===== src/hw/kse_pkg.sv =====
// constants and types for the keyboard scan encoder
package kse_pkg;
	localparam int unsigned CODE_W      = 7;
	localparam int unsigned ROW_W       = 4;
	localparam int unsigned ADDR_W      = 8;
	localparam int unsigned DATA_W      = 32;
	localparam int unsigned MSG_DEPTH   = 32;
	localparam int unsigned MSG_IDX_W   = 5;
	localparam int unsigned MSG_LEN_W   = 6;
	localparam int unsigned BNC_CNT_W   = 3;
	// row-rate ticks in one debounce period
	localparam logic [2:0]  BNC_TICKS   = 3'h5;
	// line-rate pulses in one repeat cycle
	localparam logic [2:0]  RPT_PULSES  = 3'h5;

	// code bit positions (scan bits 1..7 held in bits 0..6)
	localparam int unsigned BIT5_POS    = 4;
	localparam int unsigned BIT6_POS    = 5;
	localparam int unsigned BIT7_POS    = 6;
	localparam logic [2:0]  COL_TWO     = 3'h2;
	localparam logic [2:0]  COL_THREE   = 3'h3;
	localparam logic [3:0]  ROW_ZERO    = 4'h0;

	// register map, byte addresses
	localparam logic [7:0]  REG_CONTROL = 8'h00;
	localparam logic [7:0]  REG_STATUS  = 8'h04;
	localparam logic [7:0]  REG_MSG_LEN = 8'h08;
	localparam logic [7:0]  REG_MSG_BASE = 8'h80;
	localparam logic [1:0]  MSG_WSEL    = 2'h2;

	// control fields
	localparam int unsigned CTL_HOLD_EN = 0;
	localparam int unsigned CTL_ANS_EN  = 1;
	localparam logic [1:0]  CTL_RESET   = 2'h0;
	localparam logic [5:0]  MSG_LEN_RESET = 6'h00;

	// status fields
	localparam int unsigned ST_ENABLED  = 0;
	localparam int unsigned ST_DONE     = 1;
	localparam int unsigned ST_ANS_BUSY = 2;
	localparam int unsigned ST_MATCH    = 3;
	localparam int unsigned ST_CODE_LSB = 8;

	typedef enum logic [1:0] {
		ANS_IDLE,
		ANS_WAIT,
		ANS_SEND
	} kse_ans_state_t;
endpackage


===== src/hw/kse_bounce_if.sv =====
// link between the encoder and its debounce timer
interface kse_bounce_if;
	logic start;
	logic keyHeld;
	logic repeatKey;
	logic done;
	logic repeatFire;

	modport enc
	(
		output start,
		output keyHeld,
		output repeatKey,
		input  done,
		input  repeatFire
	);
	modport bnc
	(
		input  start,
		input  keyHeld,
		input  repeatKey,
		output done,
		output repeatFire
	);
endinterface


===== src/hw/kse_debounce.sv =====
// debounce and auto-repeat timer
module kse_debounce
	import kse_pkg::*;
(
	input  wire logic core_clk,
	input  wire logic rst_b,
	input  wire logic row_rate_tick,
	input  wire logic line_rate_pulse,
	kse_bounce_if.bnc bnc
);
	logic [BNC_CNT_W-1:0] cnt_q;
	logic [BNC_CNT_W-1:0] cnt_d;
	logic                 done_q;
	logic                 done_d;
	logic                 fire_q;
	logic                 fire_d;

	always_comb
	begin
		cnt_d  = cnt_q;
		done_d = done_q;
		fire_d = 1'b0;
		if (bnc.start)
		begin
			cnt_d  = '0;
			done_d = 1'b0;
		end
		else if (!done_q && row_rate_tick)
		begin
			if (cnt_q == BNC_TICKS - 3'h1)
			begin
				cnt_d  = '0;
				done_d = 1'b1;
			end
			else
				cnt_d = cnt_q + 3'h1;
		end
		else if (done_q && bnc.keyHeld && bnc.repeatKey && line_rate_pulse)
		begin
			if (cnt_q == RPT_PULSES - 3'h1)
			begin
				cnt_d  = '0;
				fire_d = 1'b1;
			end
			else
				cnt_d = cnt_q + 3'h1;
		end
		else if (done_q && !(bnc.keyHeld && bnc.repeatKey))
			cnt_d = '0;
	end

	always_ff @(posedge core_clk or negedge rst_b)
	begin
		if (!rst_b)
		begin
			cnt_q  <= '0;
			done_q <= 1'b1;
			fire_q <= 1'b0;
		end
		else
		begin
			cnt_q  <= cnt_d;
			done_q <= done_d;
			fire_q <= fire_d;
		end
	end

	assign bnc.done       = done_q;
	assign bnc.repeatFire = fire_q;
endmodule


===== src/hw/kse_code_modifier.sv =====
// control, shift and upper-case code modifier
module kse_code_modifier
	import kse_pkg::*;
(
	input  wire logic [CODE_W-1:0] rawCode,
	input  wire logic              ctrlKey,
	input  wire logic              shiftKey,
	input  wire logic              upperCaseKey,
	output logic      [CODE_W-1:0] modCode
);
	logic [2:0]       column;
	logic [ROW_W-1:0] row;
	logic             lowerAlpha;
	logic             upper_column_shift_allow;
	logic             case_column_swap;
	logic             column_three_detect;
	logic             column_two_detect;
	logic             modified_code_bit5;
	logic             modified_code_bit6;
	logic             modified_code_bit7;

	always_comb
	begin
		column = rawCode[CODE_W-1:ROW_W];
		row    = rawCode[ROW_W-1:0];
		lowerAlpha = upperCaseKey && rawCode[BIT7_POS] && rawCode[BIT6_POS];
		upper_column_shift_allow = rawCode[BIT7_POS] && !lowerAlpha;
		case_column_swap = lowerAlpha
			|| (shiftKey && upper_column_shift_allow);
		column_two_detect   = (column == COL_TWO);
		column_three_detect = (column == COL_THREE);
		modified_code_bit5 = rawCode[BIT5_POS]
			^ (shiftKey && column_three_detect && row != ROW_ZERO);
		modified_code_bit6 = rawCode[BIT6_POS] ^ case_column_swap;
		modified_code_bit7 = rawCode[BIT7_POS];
		if (ctrlKey)
		begin
			modified_code_bit6 = 1'b0;
			modified_code_bit7 = 1'b0;
		end
		modCode = {modified_code_bit7, modified_code_bit6,
			modified_code_bit5, row};
	end
endmodule


===== src/hw/kse_keyboard_encoder.sv =====
// keyboard scan encoder top level
//
// Added by the designer: strobed register access and the address map.
module kse_keyboard_encoder
	import kse_pkg::*;
(
	input  wire logic              core_clk,
	input  wire logic              rst_b,
	input  wire logic              char_rate_tick,
	input  wire logic              row_rate_tick,
	input  wire logic              line_rate_pulse,
	input  wire logic              keyMatch_n,
	input  wire logic              repeat_key,
	input  wire logic              ctrlKey,
	input  wire logic              shiftKey,
	input  wire logic              upperCaseKey,
	input  wire logic              breakKey,
	input  wire logic              clearKey,
	input  wire logic              identify_key,
	input  wire logic              tx_holding_empty,
	input  wire logic              transmitting,
	input  wire logic              secondaryMode,
	input  wire logic              command_execute_window,
	input  wire logic              lockCmd,
	input  wire logic              unlockCmd,
	input  wire logic              enqCmd,
	input  wire logic [ADDR_W-1:0] regAddr,
	input  wire logic [DATA_W-1:0] regWrData,
	input  wire logic              regWr,
	input  wire logic              regRd,
	output logic      [DATA_W-1:0] regRdData,
	output logic      [CODE_W-1:0] scan_code_bits,
	output logic                   scan_step_clock,
	output logic      [CODE_W-1:0] txCode,
	output logic                   keystrokeStrobe,
	output logic                   primaryForceSpace,
	output logic                   secondaryForceMark,
	output logic                   clear_request,
	output logic                   keys_enabled_flag
);
	////////////////////////////////////////////////////////////////////////
	// sampled key inputs
	logic              matchHeld_q;
	logic              matchHeld_d;
	logic              repeatHeld_q;
	logic              repeatHeld_d;
	logic              keysPrev_q;
	logic              keysPrev_d;

	always_comb
	begin
		matchHeld_d  = !keyMatch_n;
		repeatHeld_d = repeat_key;
		keysPrev_d   = matchHeld_q;
	end

	always_ff @(posedge core_clk or negedge rst_b)
	begin
		if (!rst_b)
		begin
			matchHeld_q  <= 1'b0;
			repeatHeld_q <= 1'b0;
			keysPrev_q   <= 1'b0;
		end
		else
		begin
			matchHeld_q  <= matchHeld_d;
			repeatHeld_q <= repeatHeld_d;
			keysPrev_q   <= keysPrev_d;
		end
	end

	////////////////////////////////////////////////////////////////////////
	// scan counter
	logic [CODE_W-1:0] scan_q;
	logic [CODE_W-1:0] scan_d;

	always_comb
	begin
		scan_step_clock = char_rate_tick && keyMatch_n;
		scan_d = scan_q;
		if (scan_step_clock)
			scan_d = scan_q + 7'h01;
	end

	always_ff @(posedge core_clk or negedge rst_b)
	begin
		if (!rst_b)
			scan_q <= '0;
		else
			scan_q <= scan_d;
	end

	assign scan_code_bits = scan_q;

	////////////////////////////////////////////////////////////////////////
	// modifiers and debounce
	logic [CODE_W-1:0] modCode;

	kse_code_modifier u_mod
	(
		.rawCode      (scan_q),
		.ctrlKey      (ctrlKey),
		.shiftKey     (shiftKey),
		.upperCaseKey (upperCaseKey),
		.modCode      (modCode)
	);

	kse_bounce_if bif ();

	kse_debounce u_bnc
	(
		.core_clk        (core_clk),
		.rst_b           (rst_b),
		.row_rate_tick   (row_rate_tick),
		.line_rate_pulse (line_rate_pulse),
		.bnc             (bif.bnc)
	);

	logic newMatch;

	always_comb
	begin
		newMatch      = matchHeld_q && !keysPrev_q && bif.done;
		bif.start     = newMatch;
		bif.keyHeld   = matchHeld_q;
		bif.repeatKey = repeatHeld_q;
	end

	////////////////////////////////////////////////////////////////////////
	// registers
	logic [1:0]           ctl_q;
	logic [1:0]           ctl_d;
	logic [MSG_LEN_W-1:0] msgLen_q;
	logic [MSG_LEN_W-1:0] msgLen_d;
	logic [CODE_W-1:0]    msg_q [MSG_DEPTH];
	logic [CODE_W-1:0]    msg_d [MSG_DEPTH];
	logic [DATA_W-1:0]    rd_q;
	logic [DATA_W-1:0]    rd_d;
	logic                 msgHit;
	logic [MSG_IDX_W-1:0] msgWrIdx;
	logic                 ansBusy;

	always_comb
	begin
		ctl_d    = ctl_q;
		msgLen_d = msgLen_q;
		msg_d    = msg_q;
		rd_d     = '0;
		msgHit   = (regAddr[ADDR_W-1] == 1'b1);
		msgWrIdx = regAddr[MSG_IDX_W+1:MSG_WSEL];
		if (regWr)
		begin
			if (msgHit)
				msg_d[msgWrIdx] = regWrData[CODE_W-1:0];
			else if (regAddr == REG_CONTROL)
				ctl_d = regWrData[1:0];
			else if (regAddr == REG_MSG_LEN)
				msgLen_d = regWrData[MSG_LEN_W-1:0];
		end
		if (regRd)
		begin
			if (msgHit)
				rd_d[CODE_W-1:0] = msg_q[msgWrIdx];
			else if (regAddr == REG_CONTROL)
				rd_d[1:0] = ctl_q;
			else if (regAddr == REG_MSG_LEN)
				rd_d[MSG_LEN_W-1:0] = msgLen_q;
			else if (regAddr == REG_STATUS)
			begin
				rd_d[ST_ENABLED]  = keys_enabled_flag;
				rd_d[ST_DONE]     = bif.done;
				rd_d[ST_ANS_BUSY] = ansBusy;
				rd_d[ST_MATCH]    = matchHeld_q;
				rd_d[ST_CODE_LSB +: CODE_W] = scan_q;
			end
		end
	end

	always_ff @(posedge core_clk or negedge rst_b)
	begin
		if (!rst_b)
		begin
			ctl_q    <= CTL_RESET;
			msgLen_q <= MSG_LEN_RESET;
			msg_q    <= '{default: '0};
			rd_q     <= '0;
		end
		else
		begin
			ctl_q    <= ctl_d;
			msgLen_q <= msgLen_d;
			msg_q    <= msg_d;
			rd_q     <= rd_d;
		end
	end

	assign regRdData = rd_q;

	////////////////////////////////////////////////////////////////////////
	// keyboard lock
	logic enabled_q;
	logic enabled_d;

	always_comb
	begin
		clear_request = clearKey && shiftKey;
		enabled_d = enabled_q;
		if (command_execute_window && lockCmd)
			enabled_d = 1'b0;
		if (clear_request || (command_execute_window && unlockCmd))
			enabled_d = 1'b1;
		if (ctl_q[CTL_HOLD_EN])
			enabled_d = 1'b1;
	end

	always_ff @(posedge core_clk or negedge rst_b)
	begin
		if (!rst_b)
			enabled_q <= 1'b1;
		else
			enabled_q <= enabled_d;
	end

	assign keys_enabled_flag = enabled_q;

	////////////////////////////////////////////////////////////////////////
	// break lines
	always_comb
	begin
		primaryForceSpace  = breakKey && transmitting;
		secondaryForceMark = breakKey && !transmitting && secondaryMode;
	end

	////////////////////////////////////////////////////////////////////////
	// keystroke, repeat and answer-back output
	kse_ans_state_t       ans_q;
	kse_ans_state_t       ans_d;
	logic [MSG_LEN_W-1:0] ansIdx_q;
	logic [MSG_LEN_W-1:0] ansIdx_d;
	logic                 rptPend_q;
	logic                 rptPend_d;
	logic [CODE_W-1:0]    txCode_q;
	logic [CODE_W-1:0]    txCode_d;
	logic                 strobe_q;
	logic                 strobe_d;
	logic                 ansTrigger;

	always_comb
	begin
		ans_d      = ans_q;
		ansIdx_d   = ansIdx_q;
		rptPend_d  = rptPend_q;
		txCode_d   = txCode_q;
		strobe_d   = 1'b0;
		ansBusy    = (ans_q != ANS_IDLE);
		ansTrigger = ctl_q[CTL_ANS_EN] && msgLen_q != MSG_LEN_RESET
			&& (identify_key || (command_execute_window && enqCmd));
		if (!matchHeld_q)
			rptPend_d = 1'b0;
		if (bif.repeatFire)
			rptPend_d = 1'b1;
		case (ans_q)
			ANS_IDLE:
			begin
				ansIdx_d = '0;
				if (ansTrigger)
					ans_d = ANS_WAIT;
				else if (newMatch && enabled_q)
				begin
					txCode_d = modCode;
					strobe_d = 1'b1;
				end
				else if (rptPend_q && tx_holding_empty && matchHeld_q)
				begin
					rptPend_d = bif.repeatFire;
					if (enabled_q)
					begin
						txCode_d = modCode;
						strobe_d = 1'b1;
					end
				end
			end
			ANS_WAIT:
			begin
				if (tx_holding_empty && !strobe_q)
					ans_d = ANS_SEND;
			end
			ANS_SEND:
			begin
				txCode_d = msg_q[ansIdx_q[MSG_IDX_W-1:0]];
				strobe_d = 1'b1;
				ansIdx_d = ansIdx_q + 6'h01;
				if (ansIdx_q + 6'h01 >= msgLen_q)
					ans_d = ANS_IDLE;
				else
					ans_d = ANS_WAIT;
			end
			default:
				ans_d = ANS_IDLE;
		endcase
		if (clear_request)
			ans_d = ANS_IDLE;
	end

	always_ff @(posedge core_clk or negedge rst_b)
	begin
		if (!rst_b)
		begin
			ans_q     <= ANS_IDLE;
			ansIdx_q  <= '0;
			rptPend_q <= 1'b0;
			txCode_q  <= '0;
			strobe_q  <= 1'b0;
		end
		else
		begin
			ans_q     <= ans_d;
			ansIdx_q  <= ansIdx_d;
			rptPend_q <= rptPend_d;
			txCode_q  <= txCode_d;
			strobe_q  <= strobe_d;
		end
	end

	assign txCode          = txCode_q;
	assign keystrokeStrobe = strobe_q;
endmodule


===== config.mk =====
export PLATFORM = sky130hd
export DESIGN_NAME = kse_keyboard_encoder
export DESIGN_NICKNAME = d
export VERILOG_FILES = /design/src/hw/kse_pkg.sv /design/src/hw/kse_bounce_if.sv /design/src/hw/kse_debounce.sv /design/src/hw/kse_code_modifier.sv /design/src/hw/kse_keyboard_encoder.sv
export SDC_FILE = /design/constraint.sdc
export NUM_CORES = 1
export LEC_CHECK = 0
export ABC_AREA = 0
export BUFFER_PORTS_ARGS = -buffer_cell sky130_fd_sc_hd__buf_2
export CAP_MARGIN = 20
export CORE_MARGIN = 2
export CORE_UTILIZATION = 30
export DETAILED_ROUTE_END_ITERATION = 6
export PLACE_DENSITY_LB_ADDON = 0.25
export SYNTH_ARGS = -nofsm -noshare
export SYNTH_HDL_FRONTEND = slang
export SYNTH_SLANG_ARGS = --single-unit

===== constraint.sdc =====
create_clock -name core_clk -period 2.8 [get_ports core_clk]
set_input_delay 0.14 -clock core_clk [delete_from_list [all_inputs] [get_ports core_clk]]
set_output_delay 0.14 -clock core_clk [all_outputs]
set_load 0.1 [all_outputs]

* After elaboration in Yosys (flattened, before gate mapping)
Cells that the tools add are included.
Cells by class: add/sub/neg operators 3, equal/unequal tests 11, shifts and indexed selects 0, magnitude comparators 4, $mul 0, muxes and demuxes 61, divide/modulo/power cells 0, reductions and logical operators 55, bitwise logic cells 6
Operators with widths (count):
- $bwmux W224 | 1
- $mux W7 | 15
- $bmux W7 S5 | 2
- $demux W7 S5 | 1
- $logic_and A1 B1 Y1 | 29
- $mux W1 | 24
- $mux W3 | 5
- $pmux W7 S2 | 1
- $ge A6 B6 Y1 const B | 2
- $mux W4 | 3
- $ne A3 B3 Y1 const B | 4
- $not A5 Y6 | 2
- $pmux W6 S2 | 1
- $mux W2 | 5
- $eq A8 B3 Y1 const B | 1
- $eq A8 B4 Y1 const B | 1
- $logic_not A8 Y1 | 1
- $reduce_and A4 Y1 | 2
- $reduce_bool A2 Y1 | 4
- $reduce_bool A4 Y1 | 2
- $add A7 B1 Y7 const B | 1
- $logic_not A1 Y1 | 7
- $add A6 B1 Y6 const B | 1
- $ge A6 B6 Y1 | 1
- 18 further kinds | 24
Word-level totals: memories 0, output and inout bits 52, RAM bits 0, bits in latches 0, ROM bits 0, flip-flop bits (word level) 279

* Logic depth before layout (Yosys ltp)
depth after elaboration 13, gate-level depth with buffers 9, depth with buffers taken out 7

* Cells and area by module
From an unflattened synthesis, not the netlist that was laid out.
Unflattened totals: cell total of the unflattened synthesis 1057, area total of the unflattened synthesis 14926.8 µm²
Modules (own cells, without submodules):
- kse_keyboard_encoder | sequential area each 6857.8 µm², area an instance 14517.7 µm², times used 1, cells each 1013
- kse_debounce | sequential area each 126.4 µm², area an instance 305.3 µm², times used 1, cells each 30
- kse_code_modifier | sequential area each 0.0 µm², area an instance 103.8 µm², times used 1, cells each 14

* Worst setup path after synthesis
OpenSTA, ideal clock, no wires.
kind register -> register, start register scan_q[0] (netlist: scan_code_bits[0]), end register txCode_q[4] (netlist: txCode[4]), library setup time 124 ps, clock period less this slack 2149 ps, stages on the path, launching flop included 8, arrival 2025 ps, setup slack 651 ps, path through dfrtp_1 inv_1 ha_1 nor3b_1 o31ai_1 nor2_1 a211oi_1 nor2_1
Between the ends: cells in the longest elaborated chain, start to end 8
RTL lines:
- start, declared | line kse_keyboard_encoder.sv:75 | logic [CODE_W-1:0] scan_q;
- start signal, assigned | line kse_keyboard_encoder.sv:91 | scan_q <= scan_d;
- $reduce_bool A4 Y1 (*) | line kse_code_modifier.sv:33 | ^ (shiftKey && column_three_detect && row != ROW_ZERO);
- $logic_and A1 B1 Y1 (*) | line kse_code_modifier.sv:33
- $xor A1 B1 Y1 (*) | line kse_code_modifier.sv:33
- $mux W7 | line kse_keyboard_encoder.sv:277 | if (enabled_q)
- $mux W7 | line kse_keyboard_encoder.sv:274 | else if (rptPend_q && tx_holding_empty && matchHeld_q)
- $mux W7 (*) | line kse_keyboard_encoder.sv:269 | else if (newMatch && enabled_q)
- $mux W7 (*) | line kse_keyboard_encoder.sv:267 | if (ansTrigger)
- $pmux W7 S2 (*) | line kse_keyboard_encoder.sv:263 | case (ans_q)
- end signal, assigned | line kse_keyboard_encoder.sv:321 | txCode_q <= txCode_d;
- end, declared | line kse_keyboard_encoder.sv:243 | logic [CODE_W-1:0] txCode_q;
Every way passes the cells marked *; elsewhere a longest branch is shown, timed or not. The select of a mux whose other input is x is not followed. A chain may end at the register's enable or synchronous reset.

* Worst setup path after layout
start register ansIdx_q[0], end register txCode_q[3] (netlist: txCode[3])
Between the ends: cells in the longest elaborated chain, start to end 5
RTL lines:
- start, declared | line kse_keyboard_encoder.sv:239 | logic [MSG_LEN_W-1:0] ansIdx_q;
- start signal, assigned | line kse_keyboard_encoder.sv:319 | ansIdx_q <= ansIdx_d;
- $not A5 Y6 (not written as such) | line kse_keyboard_encoder.sv:291 | txCode_d = msg_q[ansIdx_q[MSG_IDX_W-1:0]];
- $bmux W7 S5 | line kse_keyboard_encoder.sv:291
- $mux W7 (not written as such) (2 in series) | line kse_keyboard_encoder.sv:291
- $pmux W7 S2 | line kse_keyboard_encoder.sv:263
No other way between the ends. The select of a mux whose other input is x is not followed.

==> summary.md <==
| Metric | Value |
|---|---|
| Status | complete, no violations |
| DR WL/cell | 23.4 um |
| Initial antenna violation count | 3 |
| Post-synth EDFFs | 0 |
| Final Hold Vio Count | 0 |
| Hold Path Class | input pin to flip-flop |
| Vias in the first global route | 9832 |
| Post-synth top cells | 277 x dfrtp_1, 232 x mux2_2, 104 x mux4_2 |
| Clock edge transition at the registers on the reported setup and hold paths | 0.06 ns |
| First-pass GRT wire length | 64500 um |
| Vias per cell | 5.27 |
| Mapped Cells | 1037 |
| Worst slew margin | 0.468 |
| Required time worst endpoint | 3.19 ns |
| Slowest stage delay, CP | 0.56 ns |
| Worst-case clock buffer depth | 3 |
| Max-slew violations | 0 |
| YS warnings | 0 |
| RSZ-0062 raised after global routing | false |
| Core box area | 48800 um^2 |
| # DRC | 0 |
| Max Clk Rate | 0.371 GHz |
| Asr flop ratio synth | 1.00 |
| Die height | 226 um |
| Clk sinks | 279 |
| Layout area overhead | 16.9% |
| CTS tree | built |
| Worst path most repeated cell | a21oi_1 |
| DP Wirelength | 29700 um |
| Clk_lat worst skew | 0.55 ns |
| # fillers | 4748 |
| Endpoints failing setup | 0 |
| Cell Chain, Critical Path | buf_12 > mux4_2 > a22oi_1 > a21oi_1 > a211oi_1 > buf_4 > a21oi_1 |
| Final worst path period need | 2.70 ns |
| Post-synth cell types | 61 |
| Total setup buffers inserted after CTS | 0 |
| Fin crit share | 0.963 |
| Synth area leaders | dfrtp_1 47%, mux2_2 18%, mux4_2 16% |
| Setup crit start kind | flip-flop |
| Worst Path Class, Setup | flip-flop to flip-flop |
| #FFs+latches synth | 279 |
| CTS H-Tree Depth | 2 |
| Cell taking the most area after synthesis | dfrtp_1 |
| Non-Filler Instances | 1821 |
| Synth Area per Inst | 14.3 um^2 |
| Register area share after synthesis | 0.472 |
| Die Footprint | 51100 um^2 |
| Worst path slowest cell | dfrtp_4 |
| CTS-repair resized insts | 0 |
| Most used DFF post-synth | dfrtp_1 |
| Port Buffer Count | 70 |
| Leakage | 7.63 nW |
| Slew @ Worst Pin | 0.791 ns |
| Setup TNS | 0 ns |
| Pin count of the biggest net entering global routing | 71 |
| Share of post-route cells with drive strength above 1 | 0.468 |
| Final ANT Viol Nets | 0 |
| Skew final | 0.0235 ns |
| Site row count | 81 |
| Num CTS Buffers | 35 |
| CP Capture Type | flip-flop |
| Cell area after synthesis | 14800 um^2 |
| Die W | 226 um |
| Total track usage | 0.170 |
| Yosys top cell area share | 0.468 |
| Root buf cell | clkbuf_16 |
| WL final | 42600 um |
| Nets | 1205 |
| Gp weighted congestion | 0.876 |
| Peak supply drop | 0.377 mV |
| I/O pin total | 114 |
| Pwr dens | 702 nW/um^2 |
| Remaining global-route overflow | 0 |
| Vias post-DR | 9588 |
| Worst-path fanout max | 17 |
| Placed cell count | 1748 |
| Router iterations before antenna repair | 5 |
| Initial Util | 0.303 |
| Data arrival time of the critical path | 3.09 ns |
| Most common cell in the netlist | dfrtp_1 |
| Initial drt markers | 816 |
| # Max-Cap Violations | 0 |
## per-layer routing
layer | vias to the layer above | share of wire | GRT usage
met4 | 2 | 0.034 | 0.0639
met1 | 5056 | 0.45 | 0.233
met3 | 83 | 0.062 | 0.0333
met5 | - | 0.00031 | 0
met2 | 310 | 0.46 | 0.267
li1 | 4137 | - | -
## cells by family after synthesis
family / Yosys count / share of synthesized area
muxes: 363 / 0.369
DFF: 279 / 0.472
and+or+nand+nor: 155 / 0.0557
buffers and inverters: 112 / 0.0390
AOI/OAI and AO/OA: 106 / 0.0492
adders and majority gates: 11 / 0.00930
xor gates and xnor gates: 10 / 0.00592
other: 1 / 0.000253
## critical path: cells and delay by family (launching register included)
family	cells	cell delay, ns
AO/OA/AOI/OAI	4	1.00
flip-flops	1	0.56
multiplexers	1	0.54
buffers and inverters	2	0.42
## state kept, by name, indices dropped and copies added, names as in the netlist, 2 cells and up
signal          count
ctl_q               2
ans_q               2
u_bnc.cnt_q         3
scan_code_bits      7
regRdData          14
txCode              7
msgLen_q            6
msg_q             224
ansIdx_q            6
## where the power goes
| part | leakage, nW | internal, mW | switching, mW |
|---|---|---|---|
| Combinational | 3.37 | 0.995 | 1.63 |
| Clock | 0.559 | 2.70 | 1.76 |
| Sequential | 3.70 | 4.60 | 0.454 |
## through the flow
stage	instance area, um^2	hold WS, ns	total power [mW]	utilization	worst slack, ns
finish	17300	0.0389	12.1	0.354	0.104
global route	17300	0.0639	12.6	0.354	0.0398
CTS	17300	0.0140	12.3	0.354	0.128
detailed placement	16100	0.164	7.74	0.329	0.131
global placement	16100	0.162	7.67	0.329	0.100
floorplan	14900	-0.156	6.98	-	0.651
## final timing paths
check,end,slack (ns),cells past startpoint,start
max,txCode[3],0.10,7,ansIdx_q[0]
min,ans_q[1],0.04,3,clearKey
max reg2reg,txCode[3],0.10,7,ansIdx_q[0]
min reg2reg,rptPend_q,0.48,1,u_bnc.bnc.repeatFire
max in group asynchronous,msg_q[4],1.77,3,rst_b
min in group asynchronous,regRdData[8],0.19,2,rst_b
## what timing repair did
action	4_1_cts	5_1_grt
endpoints found under the hold margin	78	0
endpoints found under the setup margin	0	0
hold buffers	11	0
## placed cells by master (no fill, tap or decap), drive strengths merged, types with 4 or more instances in the layout
master | synthesis | layout
conb | 1 | 18
o22ai | 5 | 5
dfrtp | 277 | 277
nand2b | 6 | 6
nor2b | 10 | 10
a221oi | 4 | 4
dlygate4sd3 | 0 | 11
a31oi | 6 | 6
a22oi | 19 | 19
a211oi | 5 | 5
mux4 | 118 | 118
mux2 | 232 | 232
nand3 | 22 | 22
inv | 19 | 22
clkbuf | 44 | 50
a21oi | 25 | 25
clkinv | 0 | 5
a32oi | 6 | 6
nor2 | 44 | 44
nand2 | 36 | 36
and2 | 5 | 5
ha | 11 | 11
a22o | 5 | 5
mux2i | 13 | 13
and3 | 10 | 10
buf | 49 | 123
xnor2 | 7 | 7
o21ai | 14 | 14
nor3 | 5 | 5
## layout make-up
type                       instances  area, um^2  area share
clock inverter                    10         111     0.00644
antenna                            2        5.00    0.000289
tap                              664         831      0.0480
timing repair buffer             134         973      0.0563
multi-input combinational        663        7300       0.422
clock buffer                      50        1010      0.0585
sequential                       279        6990       0.404
inverter                          19        71.3     0.00412
Note: power is estimated with default switching activity, not from simulation.
